## src/logic/tcsb_pkg.sv

```systemverilog
// Shared constants, types and helpers of the confirmation status byte block
package tcsb_pkg;

   // Register word indexes on the Avalon-MM slave
   localparam logic [2:0] TCSB_REG_MODE       = 3'h0;
   localparam logic [2:0] TCSB_REG_EXP_STATUS = 3'h1;
   localparam logic [2:0] TCSB_REG_CONFIRM    = 3'h2;
   localparam logic [2:0] TCSB_REG_ATTENTION  = 3'h3;
   localparam logic [2:0] TCSB_REG_INT_STATUS = 3'h4;
   localparam logic [2:0] TCSB_REG_INT_MASK   = 3'h5;

   // Field positions
   localparam int TCSB_MODE_THRU_PARITY = 0;
   localparam int TCSB_CS_KIND_LSB      = 0;
   localparam int TCSB_CS_FULL          = 2;
   localparam int TCSB_CS_UNEXP         = 3;
   localparam int TCSB_CS_PARITY        = 4;
   localparam int TCSB_CS_EXC           = 5;
   localparam int TCSB_CS_RINGOP        = 6;
   localparam int TCSB_CONFIRM_BUSY     = 8;
   localparam int TCSB_INT_DONE         = 0;
   localparam int TCSB_INT_EXC          = 1;

   // Reset values
   localparam logic [7:0] TCSB_MODE_RST       = 8'h00;
   localparam logic [7:0] TCSB_EXP_STATUS_RST = 8'h00;
   localparam logic [1:0] TCSB_INT_MASK_RST   = 2'h0;

   // Completion code that counts as an error besides the top half
   localparam logic [3:0] TCSB_CODE_BAD_CONFIRM = 4'h7;

   // Kind of frame that ended full confirmation
   typedef enum logic [1:0] {
      TCSB_KIND_OTHER      = 2'h0,
      TCSB_KIND_TOKEN      = 2'h1,
      TCSB_KIND_OTHER_VOID = 2'h2,
      TCSB_KIND_MY_VOID    = 2'h3
   } tcsb_kind_t;

   typedef enum logic [1:0] {
      TCSB_ST_IDLE    = 2'b01,
      TCSB_ST_CONFIRM = 2'b10
   } tcsb_state_t;

   // Start of a request's confirmation
   typedef struct packed {
      logic       start;
      logic       fullConfirm;
      logic [2:0] channel;
   } tcsb_req_t;

   // One returning frame fully seen
   typedef struct packed {
      logic       done;
      tcsb_kind_t kind;
      logic [7:0] status;
   } tcsb_frame_t;

   // Received byte stream, FC byte marked first, ED byte marked last
   typedef struct packed {
      logic       valid;
      logic       first;
      logic       last;
      logic [7:0] data;
      logic       parity;
   } tcsb_rx_t;

   // End of confirmation with its completion code
   typedef struct packed {
      logic       valid;
      logic [3:0] code;
   } tcsb_end_t;

   // Finished confirmation status byte
   typedef struct packed {
      logic       valid;
      logic [2:0] channel;
      logic [7:0] status;
   } tcsb_conf_t;

   // Nine codes: bad confirmation and the whole upper half
   function automatic logic tcsb_is_exception(input logic [3:0] code);
      return code[3] || (code == TCSB_CODE_BAD_CONFIRM);
   endfunction

   // Sticky bit update where a set beats a same-cycle clear
   function automatic logic [7:0] tcsb_sticky(input logic [7:0] old,
                                              input logic [7:0] set,
                                              input logic [7:0] clr);
      return (old & ~clr) | set;
   endfunction

endpackage

```

## src/logic/tcsb_status_byte.sv

```systemverilog
// Confirmation status byte builder with Avalon-MM registers and interrupt
//
// The address map and the Avalon-MM interface to the registers are this design's own decisions.
`timescale 1ns/1ps
module tcsb_status_byte
   import tcsb_pkg::*;
#(
   parameter int NUM_CHANNELS = 2,
   parameter bit ODD_PARITY   = 1'b1
) (
   // Clock and reset
   input  wire logic                    ref_clk,
   input  wire logic                    reset,
   // Avalon-MM slave
   input  wire logic [2:0]              address,
   input  wire logic                    read,
   input  wire logic                    write,
   input  wire logic [3:0]              byteenable,
   input  wire logic [31:0]             writedata,
   output logic      [31:0]             readdata,
   output logic                         waitrequest,
   // Ring-side events
   input  wire tcsb_req_t               request,
   input  wire tcsb_frame_t             frame,
   input  wire tcsb_rx_t                rxByte,
   input  wire tcsb_end_t               confirmEnd,
   input  wire logic                    ringOperational,
   // Results
   output tcsb_conf_t                   confirmation,
   output logic      [NUM_CHANNELS-1:0] request_exception_attention,
   output logic                         confirmBusy,
   output logic                         irq
);

   // Channel numbers travel in three bits
   if (NUM_CHANNELS < 1 || NUM_CHANNELS > 8) begin : g_check
      $error("NUM_CHANNELS must lie between 1 and 8");
   end

   typedef struct packed {
      tcsb_state_t             st;
      logic [2:0]              chan;
      logic                    full;
      tcsb_kind_t              lastKind;
      logic                    unexp;
      logic                    parErr;
      logic                    ringAtStart;
      logic                    ringChg;
      logic                    inFrame;
      logic [7:0]              mode;
      logic [7:0]              expStatus;
      logic [7:0]              lastStatus;
      logic [NUM_CHANNELS-1:0] attn;
      logic [1:0]              intStatus;
      logic [1:0]              intMask;
      logic                    irq;
      tcsb_conf_t              conf;
      logic                    waitReq;
      logic [31:0]             readData;
   } tcsb_regs_t;

   tcsb_regs_t              r;
   tcsb_regs_t              next_r;

   logic                    confirming;
   logic                    thruParity;
   logic                    byteParErr;
   logic                    checkByte;
   logic                    frameUnexp;
   logic                    ringMoved;
   logic                    endNow;
   logic                    excNow;
   logic [7:0]              statusNow;
   logic [7:0]              attnSet;
   logic [7:0]              attnClr;
   logic [7:0]              intSet;
   logic [7:0]              intClr;
   logic [7:0]              attnWide;
   logic [7:0]              intWide;
   logic                    busWrite;
   logic                    lowLane;

   // Per-cycle event decode, shared by flags and registers
   always_comb begin
      confirming = (r.st == TCSB_ST_CONFIRM);
      thruParity = r.mode[TCSB_MODE_THRU_PARITY];
      // Byte is inside FC..ED when it opens a frame or one is open
      checkByte  = confirming && thruParity && rxByte.valid &&
                   (rxByte.first || r.inFrame);
      byteParErr = ODD_PARITY ? ~(^{rxByte.data, rxByte.parity})
                              : (^{rxByte.data, rxByte.parity});
      // Compare only while the request asked for full confirmation
      frameUnexp = confirming && r.full && frame.done &&
                   (frame.status != r.expStatus);
      ringMoved  = confirming &&
                   (ringOperational != r.ringAtStart);
      endNow     = confirming && confirmEnd.valid;
      excNow     = endNow && tcsb_is_exception(confirmEnd.code);
      // Events of the closing cycle are folded in, so none is lost
      statusNow = 8'h00;
      if (r.full) begin
         statusNow[TCSB_CS_KIND_LSB +: 2] =
            frame.done ? frame.kind : r.lastKind;
      end
      statusNow[TCSB_CS_FULL]   = r.full;
      statusNow[TCSB_CS_UNEXP]  = r.unexp || frameUnexp;
      statusNow[TCSB_CS_PARITY] = r.parErr ||
                                  (checkByte && byteParErr);
      statusNow[TCSB_CS_EXC]    = excNow;
      statusNow[TCSB_CS_RINGOP] = r.ringChg || ringMoved;
   end

   // Register bus decode: the access lands when waitrequest is low
   always_comb begin
      busWrite = write && !r.waitReq;
      lowLane  = byteenable[0];
      attnClr  = 8'h00;
      intClr   = 8'h00;
      if (busWrite && lowLane) begin
         if (address == TCSB_REG_ATTENTION) begin
            attnClr = writedata[7:0];
         end
         if (address == TCSB_REG_INT_STATUS) begin
            intClr = writedata[7:0];
         end
      end
      // Exception of a channel raises its attention bit
      attnSet = 8'h00;
      if (excNow) begin
         attnSet[r.chan] = 1'b1;
      end
      intSet = 8'h00;
      intSet[TCSB_INT_DONE] = endNow;
      intSet[TCSB_INT_EXC]  = excNow;
      attnWide = 8'h00;
      attnWide[NUM_CHANNELS-1:0] = r.attn;
      intWide = {6'h00, r.intStatus};
   end

   // Next-state logic for the whole block
   always_comb begin
      next_r = r;
      next_r.conf.valid = 1'b0;

      // Confirmation sequencing
      case (r.st)
         TCSB_ST_IDLE: begin
            // A new request clears every flag of the previous one
            if (request.start) begin
               next_r.st          = TCSB_ST_CONFIRM;
               next_r.chan        = request.channel;
               next_r.full        = request.fullConfirm;
               next_r.lastKind    = TCSB_KIND_OTHER;
               next_r.unexp       = 1'b0;
               next_r.parErr      = 1'b0;
               next_r.ringChg     = 1'b0;
               next_r.inFrame     = 1'b0;
               next_r.ringAtStart = ringOperational;
            end
         end
         TCSB_ST_CONFIRM: begin
            // Later request starts are ignored until the end
            if (frame.done) begin
               next_r.lastKind = frame.kind;
            end
            if (frameUnexp) begin
               next_r.unexp = 1'b1;
            end
            if (checkByte && byteParErr) begin
               next_r.parErr = 1'b1;
            end
            if (rxByte.valid) begin
               // ED byte closes the checked span
               if (rxByte.last) begin
                  next_r.inFrame = 1'b0;
               end else if (rxByte.first) begin
                  next_r.inFrame = 1'b1;
               end
            end
            if (ringMoved) begin
               next_r.ringChg = 1'b1;
            end
            if (endNow) begin
               next_r.st           = TCSB_ST_IDLE;
               next_r.lastStatus   = statusNow;
               next_r.conf.valid   = 1'b1;
               next_r.conf.channel = r.chan;
               next_r.conf.status  = statusNow;
            end
         end
         default: begin
            next_r.st = TCSB_ST_IDLE;
         end
      endcase

      // Sticky bits, set beating a same-cycle clear
      next_r.attn = NUM_CHANNELS'(tcsb_sticky(attnWide, attnSet,
                                              attnClr));
      next_r.intStatus = 2'(tcsb_sticky(intWide, intSet, intClr));

      // Writable control registers
      if (busWrite && lowLane) begin
         case (address)
            TCSB_REG_MODE: begin
               next_r.mode = writedata[7:0];
            end
            TCSB_REG_EXP_STATUS: begin
               next_r.expStatus = writedata[7:0];
            end
            TCSB_REG_INT_MASK: begin
               next_r.intMask = writedata[1:0];
            end
            default: begin
               next_r.mode = r.mode;
            end
         endcase
      end

      // Two-cycle handshake: read data is captured one cycle ahead
      if ((read || write) && r.waitReq) begin
         next_r.waitReq  = 1'b0;
         next_r.readData = 32'h0000_0000;
         if (read) begin
            case (address)
               TCSB_REG_MODE: begin
                  next_r.readData[7:0] = r.mode;
               end
               TCSB_REG_EXP_STATUS: begin
                  next_r.readData[7:0] = r.expStatus;
               end
               TCSB_REG_CONFIRM: begin
                  next_r.readData[7:0] = r.lastStatus;
                  next_r.readData[TCSB_CONFIRM_BUSY] = confirming;
               end
               TCSB_REG_ATTENTION: begin
                  next_r.readData[7:0] = attnWide;
               end
               TCSB_REG_INT_STATUS: begin
                  next_r.readData[1:0] = r.intStatus;
               end
               TCSB_REG_INT_MASK: begin
                  next_r.readData[1:0] = r.intMask;
               end
               default: begin
                  // Unmapped words read as zero
                  next_r.readData = 32'h0000_0000;
               end
            endcase
         end
      end else begin
         next_r.waitReq = 1'b1;
      end

      // Level interrupt, registered, from the next-state copies of status and mask
      next_r.irq = |(next_r.intStatus & next_r.intMask);
   end

   // State register
   always_ff @(posedge ref_clk or posedge reset) begin
      if (reset) begin
         r.st          <= TCSB_ST_IDLE;
         r.chan        <= 3'h0;
         r.full        <= 1'b0;
         r.lastKind    <= TCSB_KIND_OTHER;
         r.unexp       <= 1'b0;
         r.parErr      <= 1'b0;
         r.ringAtStart <= 1'b0;
         r.ringChg     <= 1'b0;
         r.inFrame     <= 1'b0;
         r.mode        <= TCSB_MODE_RST;
         r.expStatus   <= TCSB_EXP_STATUS_RST;
         r.lastStatus  <= 8'h00;
         r.attn        <= '0;
         r.intStatus   <= 2'h0;
         r.intMask     <= TCSB_INT_MASK_RST;
         r.irq         <= 1'b0;
         r.conf        <= '0;
         r.waitReq     <= 1'b1;
         r.readData    <= 32'h0000_0000;
      end else begin
         r <= next_r;
      end
   end

   // Outputs straight from flops
   assign readdata                    = r.readData;
   assign waitrequest                 = r.waitReq;
   assign confirmation                = r.conf;
   assign request_exception_attention = r.attn;
   // One-hot code: bit 1 is the confirm state, so busy is a bare flop
   assign confirmBusy                 = r.st[1];
   assign irq                         = r.irq;

endmodule

```

## config.mk

```make
export PLATFORM = sky130hd
export DESIGN_NAME = tcsb_status_byte
export DESIGN_NICKNAME = d
export VERILOG_FILES = /design/src/logic/tcsb_pkg.sv /design/src/logic/tcsb_status_byte.sv
export SDC_FILE = /design/constraint.sdc
export NUM_CORES = 1
export LEC_CHECK = 0
export BUFFER_PORTS_ARGS = -buffer_cell sky130_fd_sc_hd__buf_2
export CAP_MARGIN = 20
export CORE_UTILIZATION = 52
export CTS_BUF_LIST = sky130_fd_sc_hd__clkbuf_4 sky130_fd_sc_hd__clkbuf_8 sky130_fd_sc_hd__clkbuf_16
export DETAILED_ROUTE_END_ITERATION = 6
export PLACE_DENSITY = 0.86
export SYNTH_ARGS = -nofsm -noshare
export SYNTH_HDL_FRONTEND = slang
export SYNTH_SLANG_ARGS = --single-unit
export TNS_END_PERCENT = 100
```

## constraint.sdc

```tcl
create_clock -name ref_clk -period 4.55 [get_ports ref_clk]
set_clock_uncertainty 0.1 [all_clocks]
set_input_delay 0.2275 -clock ref_clk [delete_from_list [all_inputs] [get_ports ref_clk]]
set_output_delay 0.2275 -clock ref_clk [all_outputs]
set_load 0.02 [all_outputs]
```

After elaboration in Yosys (flattened, before gate mapping)
Index checks and enable logic that the tools add are counted.

Flip-flop bits (word level): 80. Output and inout port bits: 49. Input port bits: 77. Word-level logic and storage cells: 111.

Bitwise gates (word level): 8. Multiplexer cells: 29. Magnitude comparators: 2. Reduce and logical (&&, ||, !) cells: 35. Equal/unequal tests: 17.

Operators with widths (number): $mux W12 (2); $mux W2 (10); $pmux W6 S3 (1); $logic_and A1 B1 Y1 (14); $mux W13 (1); $pmux W2 S6 (1); $reduce_and A2 Y1 (6); $mux W1 (9); $mux W9 (1); $reduce_and A3 Y1 (3); $reduce_xor A9 Y1 (1); $ne A2 B1 Y1 const B (4); $ne A8 B8 Y1 (1); $pmux W2 S2 (2); $pmux W4 S2 (1); $and A2 B2 Y2 (3); $eq A3 B2 Y1 const B (2); $eq A3 B3 Y1 const B (2); $logic_or A1 B1 Y1 (6); $eq A4 B3 Y1 const B (1); $lt A3 B4 Y1 const B (1); $ne A2 B2 Y1 const B (2); $not A2 Y2 (2); $or A2 B2 Y2 (2); 13 further kinds (13).

Logic depth before layout (Yosys ltp)
Gate-level depths: netlist of run 1.

Word-level depth: 9. Gate-level depth with buffers: 7. Gate-level depth less buffers: 6.

Worst setup path after synthesis of run 1
No wires, ideal clock.

Kind: reg-to-reg. Start: reg r, in the netlist waitrequest. End: reg, netlist name irq. Stages on the path, launching flop included: 5. Arrival: 1544 ps. Path slack: 2785 ps. Path through: dfstp_2 > and4bb_4 > and3_4 > mux2_4 > a22o_1.

RTL lines: start: declaration (RTL line tcsb_status_byte.sv:62) `tcsb_regs_t r;`; start signal: assignment (RTL line tcsb_status_byte.sv:281) `r <= next_r;`.

==> results of run 1 <==
==> worst min-delay path by stage <==
stage               startpoint  cells past startpoint               end
6_report            rxByte[11]                      2             r[76]
3_5_place_dp             reset                      2  confirmation[11]
4_1_cts             request[3]                      3             r[83]
5_1_grt        ringOperational                      3             r[78]
2_1_floorplan        rxByte[9]                      1             r[76]
3_3_place_gp        request[2]                      3             r[86]
==> final cells by class <==
cell class,count,share of cell area [%]
multi-input cells,184,36.5
well taps,72,2.63
clock buffers,16,5.53
flip-flops and latches,57,41.8
inverters,7,0.768
repair buffers,80,12.8
==> registers in the layout (all words and copies together), names as in the netlist <==
name,cells
confirmBusy,1
waitrequest,1
intWide,2
r,37
readdata,9
request_exception_attention,2
irq,1
confirmation,4
==> cells by family (layout without fill, tap and decap cells) <==
| logic type | count (synthesis) | count (layout) | share of synthesized area (%) |
|---|---|---|---|
| AOI/OAI and AO/OA | 43 | 43 | 9.59 |
| xor gates and xnor gates | 14 | 14 | 4.98 |
| buffers and inverters | 64 | 103 | 14.0 |
| DFF | 57 | 57 | 47.4 |
| muxes | 32 | 32 | 12.0 |
| other | 1 | 24 | 0.124 |
| and+or+nand+nor | 71 | 71 | 11.8 |
==> timing repair <==
| action | CTS | global route |
|---|---|---|
| endpoints found under the hold margin | 20 | 0 |
| setup endpoints to repair | 0 | 0 |
| buffers inserted | 0 | 0 |
| hold buffers | 4 | 0 |
==> synthesized netlist by cell type <==
library cell,instances
clkbuf_1,5
xnor3_1,2
mux2i_1,13
o211ai_1,1
a21o_1,1
nor4bb_1,1
a31oi_1,3
a22o_1,12
nor2b_1,3
buf_2,5
and3_4,1
mux2_4,2
nand2_1,36
xor2_1,2
inv_1,7
nand4_1,5
nor2_1,11
nand3b_1,4
nor3_1,2
dfstp_2,2
and3_1,2
mux2_2,16
o21ai_0,18
mux4_2,1
nand3_1,1
nor3b_1,1
nand3b_2,1
nand2b_1,1
xnor2_1,10
o2111ai_1,1
a21oi_1,3
a32o_1,2
a311oi_1,1
a211oi_1,1
buf_4,47
and3b_1,1
conb_1,1
dfrtp_1,55
and4bb_4,1
==> critical path, cell delays in order, from the launching register on <==
cell     delay, ns
dfrtp_1       0.41
nor2b_1       0.65
nand2_1       0.43
inv_1         0.42
o21ai_0       0.28
o21ai_0       0.22
a22o_1        0.22
==> per-stage QoR <==
step / utilization (%) / instance area [sq um] / total power, mW / setup WS [ns]
3_5_place_dp: 57.5 / 3180 / 1.22 / 1.80
3_3_place_gp: 57.1 / 3160 / 1.19 / 1.94
5_1_grt: 61.7 / 3420 / 1.75 / 1.47
2_1_floorplan: - / 3100 / 1.15 / 2.78
6_report: 61.7 / 3420 / 1.65 / 1.72
4_1_cts: 61.6 / 3410 / 1.66 / 1.78
==> per-layer routing <==
metal,vias up,share of wire [%],global-route usage (%)
met2,89,49,34.9
met5,-,0,0
li1,1015,-,-
met4,0,3.6,15.7
met3,15,6.2,5.58
met1,1027,41,25.9
==> power groups by stage <==
stage	clock, mW	sequential (mW)	combinational (mW)
3_3_place_gp	0	0.755	0.439
3_5_place_dp	0	0.760	0.457
6_report	0.437	0.752	0.463
2_1_floorplan	0	0.730	0.416
5_1_grt	0.472	0.768	0.508
4_1_cts	0.444	0.752	0.464
==> results.cfg, run 1 <==
[status]
status = finished, final reports clean

[timing]
rsz0062_at_grt = no
finalSetupTns_ns = 0
fin_hold_ws_ns = 0.0196
drv_slew = 0
slew_headroom_pct = 48.7
period_share_pct = 62.1
worstMarginPinSlew_ns = 0.768
fmaxAchievable_mhz = 354
finalSetupViolations = 0
fin_crit_ns = 2.83
final-hold-violation-count = 0

[cts]
cts_sinks = 57
cts_tree = done
htree_levels = 3
clk_pin_slew_ns = 0.06
cts-root-buf = clkbuf_8
clock_latency_ns = 0.33
cts-buffers-inserted = 9
clock_path_buffers = 2
cts_resized = 0

[floorplan]
core_sq_um = 5540
die-area_sq_um = 6100
die_h_um = 78.1
ioPinCount = 126
fp.dieW_um = 78.1
start_util_pct = 54.4
rows = 27

[power_and_ir_drop]
switching_power_uw = 553
ir_worst_vdd_v = 0.000278
power_density_nw_per_um2 = 483
power.leakage_nw = 1.77
p_clk_share_pct = 26.5
combPwrFrac_pct = 28.0
internal_power_mw = 1.10
swShare_pct = 33.5
seqPwrFrac_pct = 45.5

[layout]
multi_input_area_sq_um = 1250
area_growth_pct = 13.5
drive_above_1_share_pct = 34.0
seq_area_sq_um = 1430
layout_commonest_cell = buf_2
final_cell_mix = 74 x buf_2, 55 x dfrtp_1, 36 x nand2_1, 24 x conb_1, 18 x o21ai_0
fillers = 458
nets = 416
finalNonFillerCells = 416
antenna_cells = 0

[synth]
synth_warnings = 0
yosysSeqAreaShare_pct = 47.4
synthCells = 282
synth_cell_types = 39
yosysTopAreaCell = dfrtp_1
synth_top_cell_area_share_pct = 45.7
ys_seq_elements = 57
synth_area_sq_um = 3010
yosys-top-cells-area = dfrtp_1 46%, buf_4 12%, mux2_2 6.0%
syn_area_per_cell_sq_um = 10.7

[flow_run]
maxCapViolations = 0

[hold_path]
worstHoldPathType = input pin to flop

[critical_path]
critical_path_arrival_ns = 2.97
end_kind = flop
cp_max_fo = 12
required_ns = 4.70
timing.reg2reg.setup_slack_ns = 1.72
crit_path_start = confirmBusy
r2r-end = irq
worstSetupPathType = flop to flop
rr_worst_depth = 6
cp-endpoint = irq
start_kind = flop
rr_startpoint = confirmBusy

[detailed_routing]
vias_per_cell = 5.16
first_pass_iters = 5
drtIter0Drc = 176
drc = 0
vias = 2146
ant_nets = 0
wl_per_cell_um = 14.6
wl_mm = 6.08

[global_route]
grt_pass1_vias = 2148
grt_usage_pct = 22.0
antenna_found_initial = 0
grt_max_degree = 40
grt_pass1_wl_mm = 9.99
grt_overflow = 0

[place]
place.gp.congestion = 0.833
portBuffers = 74
placedCellCount = 395
hpwlAfterDp_mm = 4.59
Power figures use the tool's default switching activity.
==> run 2: changes to the inputs <==
Settings changed: ABC_AREA set to 1, CORE_UTILIZATION 52 to 44, PLACE_DENSITY 0.86 to 0.77.
Clock period 4.55 ns to 2.4 ns, I/O delays scaled along.
==> results.cfg, run 2 <==
[critical_path]
rr_worst_depth = 7
required_ns = 2.56
rr_startpoint = waitrequest
timing.reg2reg.setup_slack_ns = 0.77
end_kind = flop
worstSetupPathType = flop to flop
critical_path_arrival_ns = 1.79
start_kind = flop
cp_max_fo = 11
r2r-end = readdata[4]

[layout]
fillers = 608
drive_above_1_share_pct = 26.6
seq_area_sq_um = 1430
largest_reg_flops = 37
multi_input_area_sq_um = 1200
fin_util_pct = 54.8
nets = 527
layout_commonest_cell = nand2_1
final_cell_mix = 97 x nand2_1, 74 x buf_2, 55 x dfrtp_1, 42 x inv_1, 24 x conb_1
largest-register = r
antenna_cells = 0
area_growth_pct = 20.1

[place]
hpwlAfterDp_mm = 4.83
place.gp.congestion = 0.852
portBuffers = 74

[power_and_ir_drop]
switching_power_mw = 1.11
power.leakage_nw = 2.02
internal_power_mw = 2.11
swShare_pct = 34.4
total_power_mw = 3.22
power_density_nw_per_um2 = 865
combPwrFrac_pct = 28.2
ir_worst_vdd_v = 0.000598
p_clk_share_pct = 28.6
seqPwrFrac_pct = 43.2

[global_route]
antenna_found_initial = 0
grt_usage_pct = 19.4
grt_pass1_vias = 2382
grt_pass1_wl_mm = 10.9
grt_overflow = 0
grt_max_degree = 50

[hold_path]
min_to = r[76]
whs_path_depth = 3
worstHoldPathType = input pin to flop
worstHoldStart = rxByte[10]

[cts]
clock_path_buffers = 2
clk_pin_slew_ns = 0.06
cts-buffers-inserted = 9
cts_sinks = 57
cts_setup_buffers = 0
cts_tree = done
clock_latency_ns = 0.34
cts-root-buf = clkbuf_8
htree_levels = 3

[synth]
synth_warnings = 0
synth_area_sq_um = 3100
synthCells = 371
syn_area_per_cell_sq_um = 8.35
yosysSeqAreaShare_pct = 46.1
ys_seq_elements = 57
synth_ff_type = dfrtp_1
synth-edff-count = 0
synthTopCellsByCount = 97 x nand2_1, 55 x dfrtp_1, 46 x buf_4
synth_cell_types = 38
yosysMostFrequentCell = nand2_1
synth_top_cell_area_share_pct = 44.4
yosys-top-cells-area = dfrtp_1 44%, nand2_1 12%, buf_4 11%
synth_async_sr_flop_share_pct = 100
yosysTopAreaCell = dfrtp_1

[timing]
rsz0062_at_grt = no
finalSetupViolations = 0
fmaxAchievable_mhz = 612
finalSetupTns_ns = 0
period_share_pct = 68.1
final-hold-violation-count = 0
fin_crit_ns = 1.63
drv_slew = 0

[floorplan]
ioPinCount = 126
rows = 30
die_h_um = 85.9
start_util_pct = 45.6
die-area_sq_um = 7380
fp.dieW_um = 85.9
core_sq_um = 6790

[detailed_routing]
vias = 2538
first_pass_iters = 4
wl_per_cell_um = 12.0
ant_nets = 0
drc = 0
vias_per_cell = 4.61
wl_mm = 6.62
drtIter0Drc = 138

[status]
status = finished, final reports clean

[flow_run]
maxCapViolations = 0
==> run 2: cell types whose count changed after synthesis, moves of 4 or more <==
cell	previous run	this run
a21oi_1	3	7
a22o_1	12	4
buf_2	5	0
inv_1	7	43
inv_2	0	6
mux2_2	16	0
mux2i_1	13	0
nand2_1	36	97
nand3_1	1	13
nand3b_1	4	0
nand4_1	5	1
o21ai_1	0	18
o21ai_2	0	8
==> run 2: layout make-up <==
class                   instances  area share (%)
inverters                      49            4.94
clock buffers                  13            4.47
repair buffers                 95            15.7
multi-input cells             238            32.2
clock inverters                 3            1.08
flip-flops and latches         57            38.4
well taps                      96            3.23
==> run 2: power by group through the flow <==
stage               registers, mW  clock network (mW)  logic [mW]
floorplan                    1.37                   0       0.770
global placement             1.39                   0       0.863
detailed placement           1.40                   0       0.884
CTS                          1.39               0.938       0.911
global route                 1.42               0.982        1.01
finish                       1.39               0.919       0.907
==> run 2: how the worst max path moves through the flow <==
| stage | startpoint | end | slack (ns) | depth (start not counted) |
|---|---|---|---|---|
| 3_5_place_dp | waitrequest | readdata[4] | 0.79 | 7 |
| 3_3_place_gp | waitrequest | readdata[2] | 0.83 | 7 |
| 2_1_floorplan | reset | confirmBusy | 0.78 | 1 |
| 6_report | waitrequest | readdata[4] | 0.77 | 7 |
| 5_1_grt | waitrequest | readdata[4] | 0.61 | 7 |
| 4_1_cts | waitrequest | readdata[2] | 0.78 | 7 |
==> run 2: through the flow <==
stage	hold WS [ns]	instances	cell area (sq um)	setup WS, ns
3_3_place_gp	0.216	516	3320	0.827
3_5_place_dp	0.229	516	3320	0.794
2_1_floorplan	0.130	394	3190	0.784
6_report	0.00558	551	3720	0.766
5_1_grt	0.00735	551	3720	0.608
4_1_cts	0.000345	550	3700	0.777
==> run 2: what timing repair did <==
item / CTS / global route
resized for setup: 0 / 0
hold endpoints to repair: 71 / 0
hold buffers: 18 / 0
==> run 2: cell families (layout without fill, tap and decap cells) <==
family	after synthesis	count (layout)	synth area share (%)
simple gates	135	135	19.0
buf+inv	99	160	18.0
compound gates	70	70	14.2
flops	57	57	46.1
xor+xnor	9	9	2.54
other cells	1	24	0.121
==> run 2: layer usage <==
layer	global-route usage [%]	part of all wire [%]
met1	24.4	45
met2	32.1	48
met3	6.45	6.1
met4	5.15	0.94
met5	0	0
==> run 2: critical path: stages (launching register included) <==
cell and delay, ns:
dfstp_2 0.56, o21ai_0 0.09, buf_4 0.18, inv_1 0.05, nand2_1 0.04, inv_1 0.11, nand3_1 0.21, o21ai_0 0.22
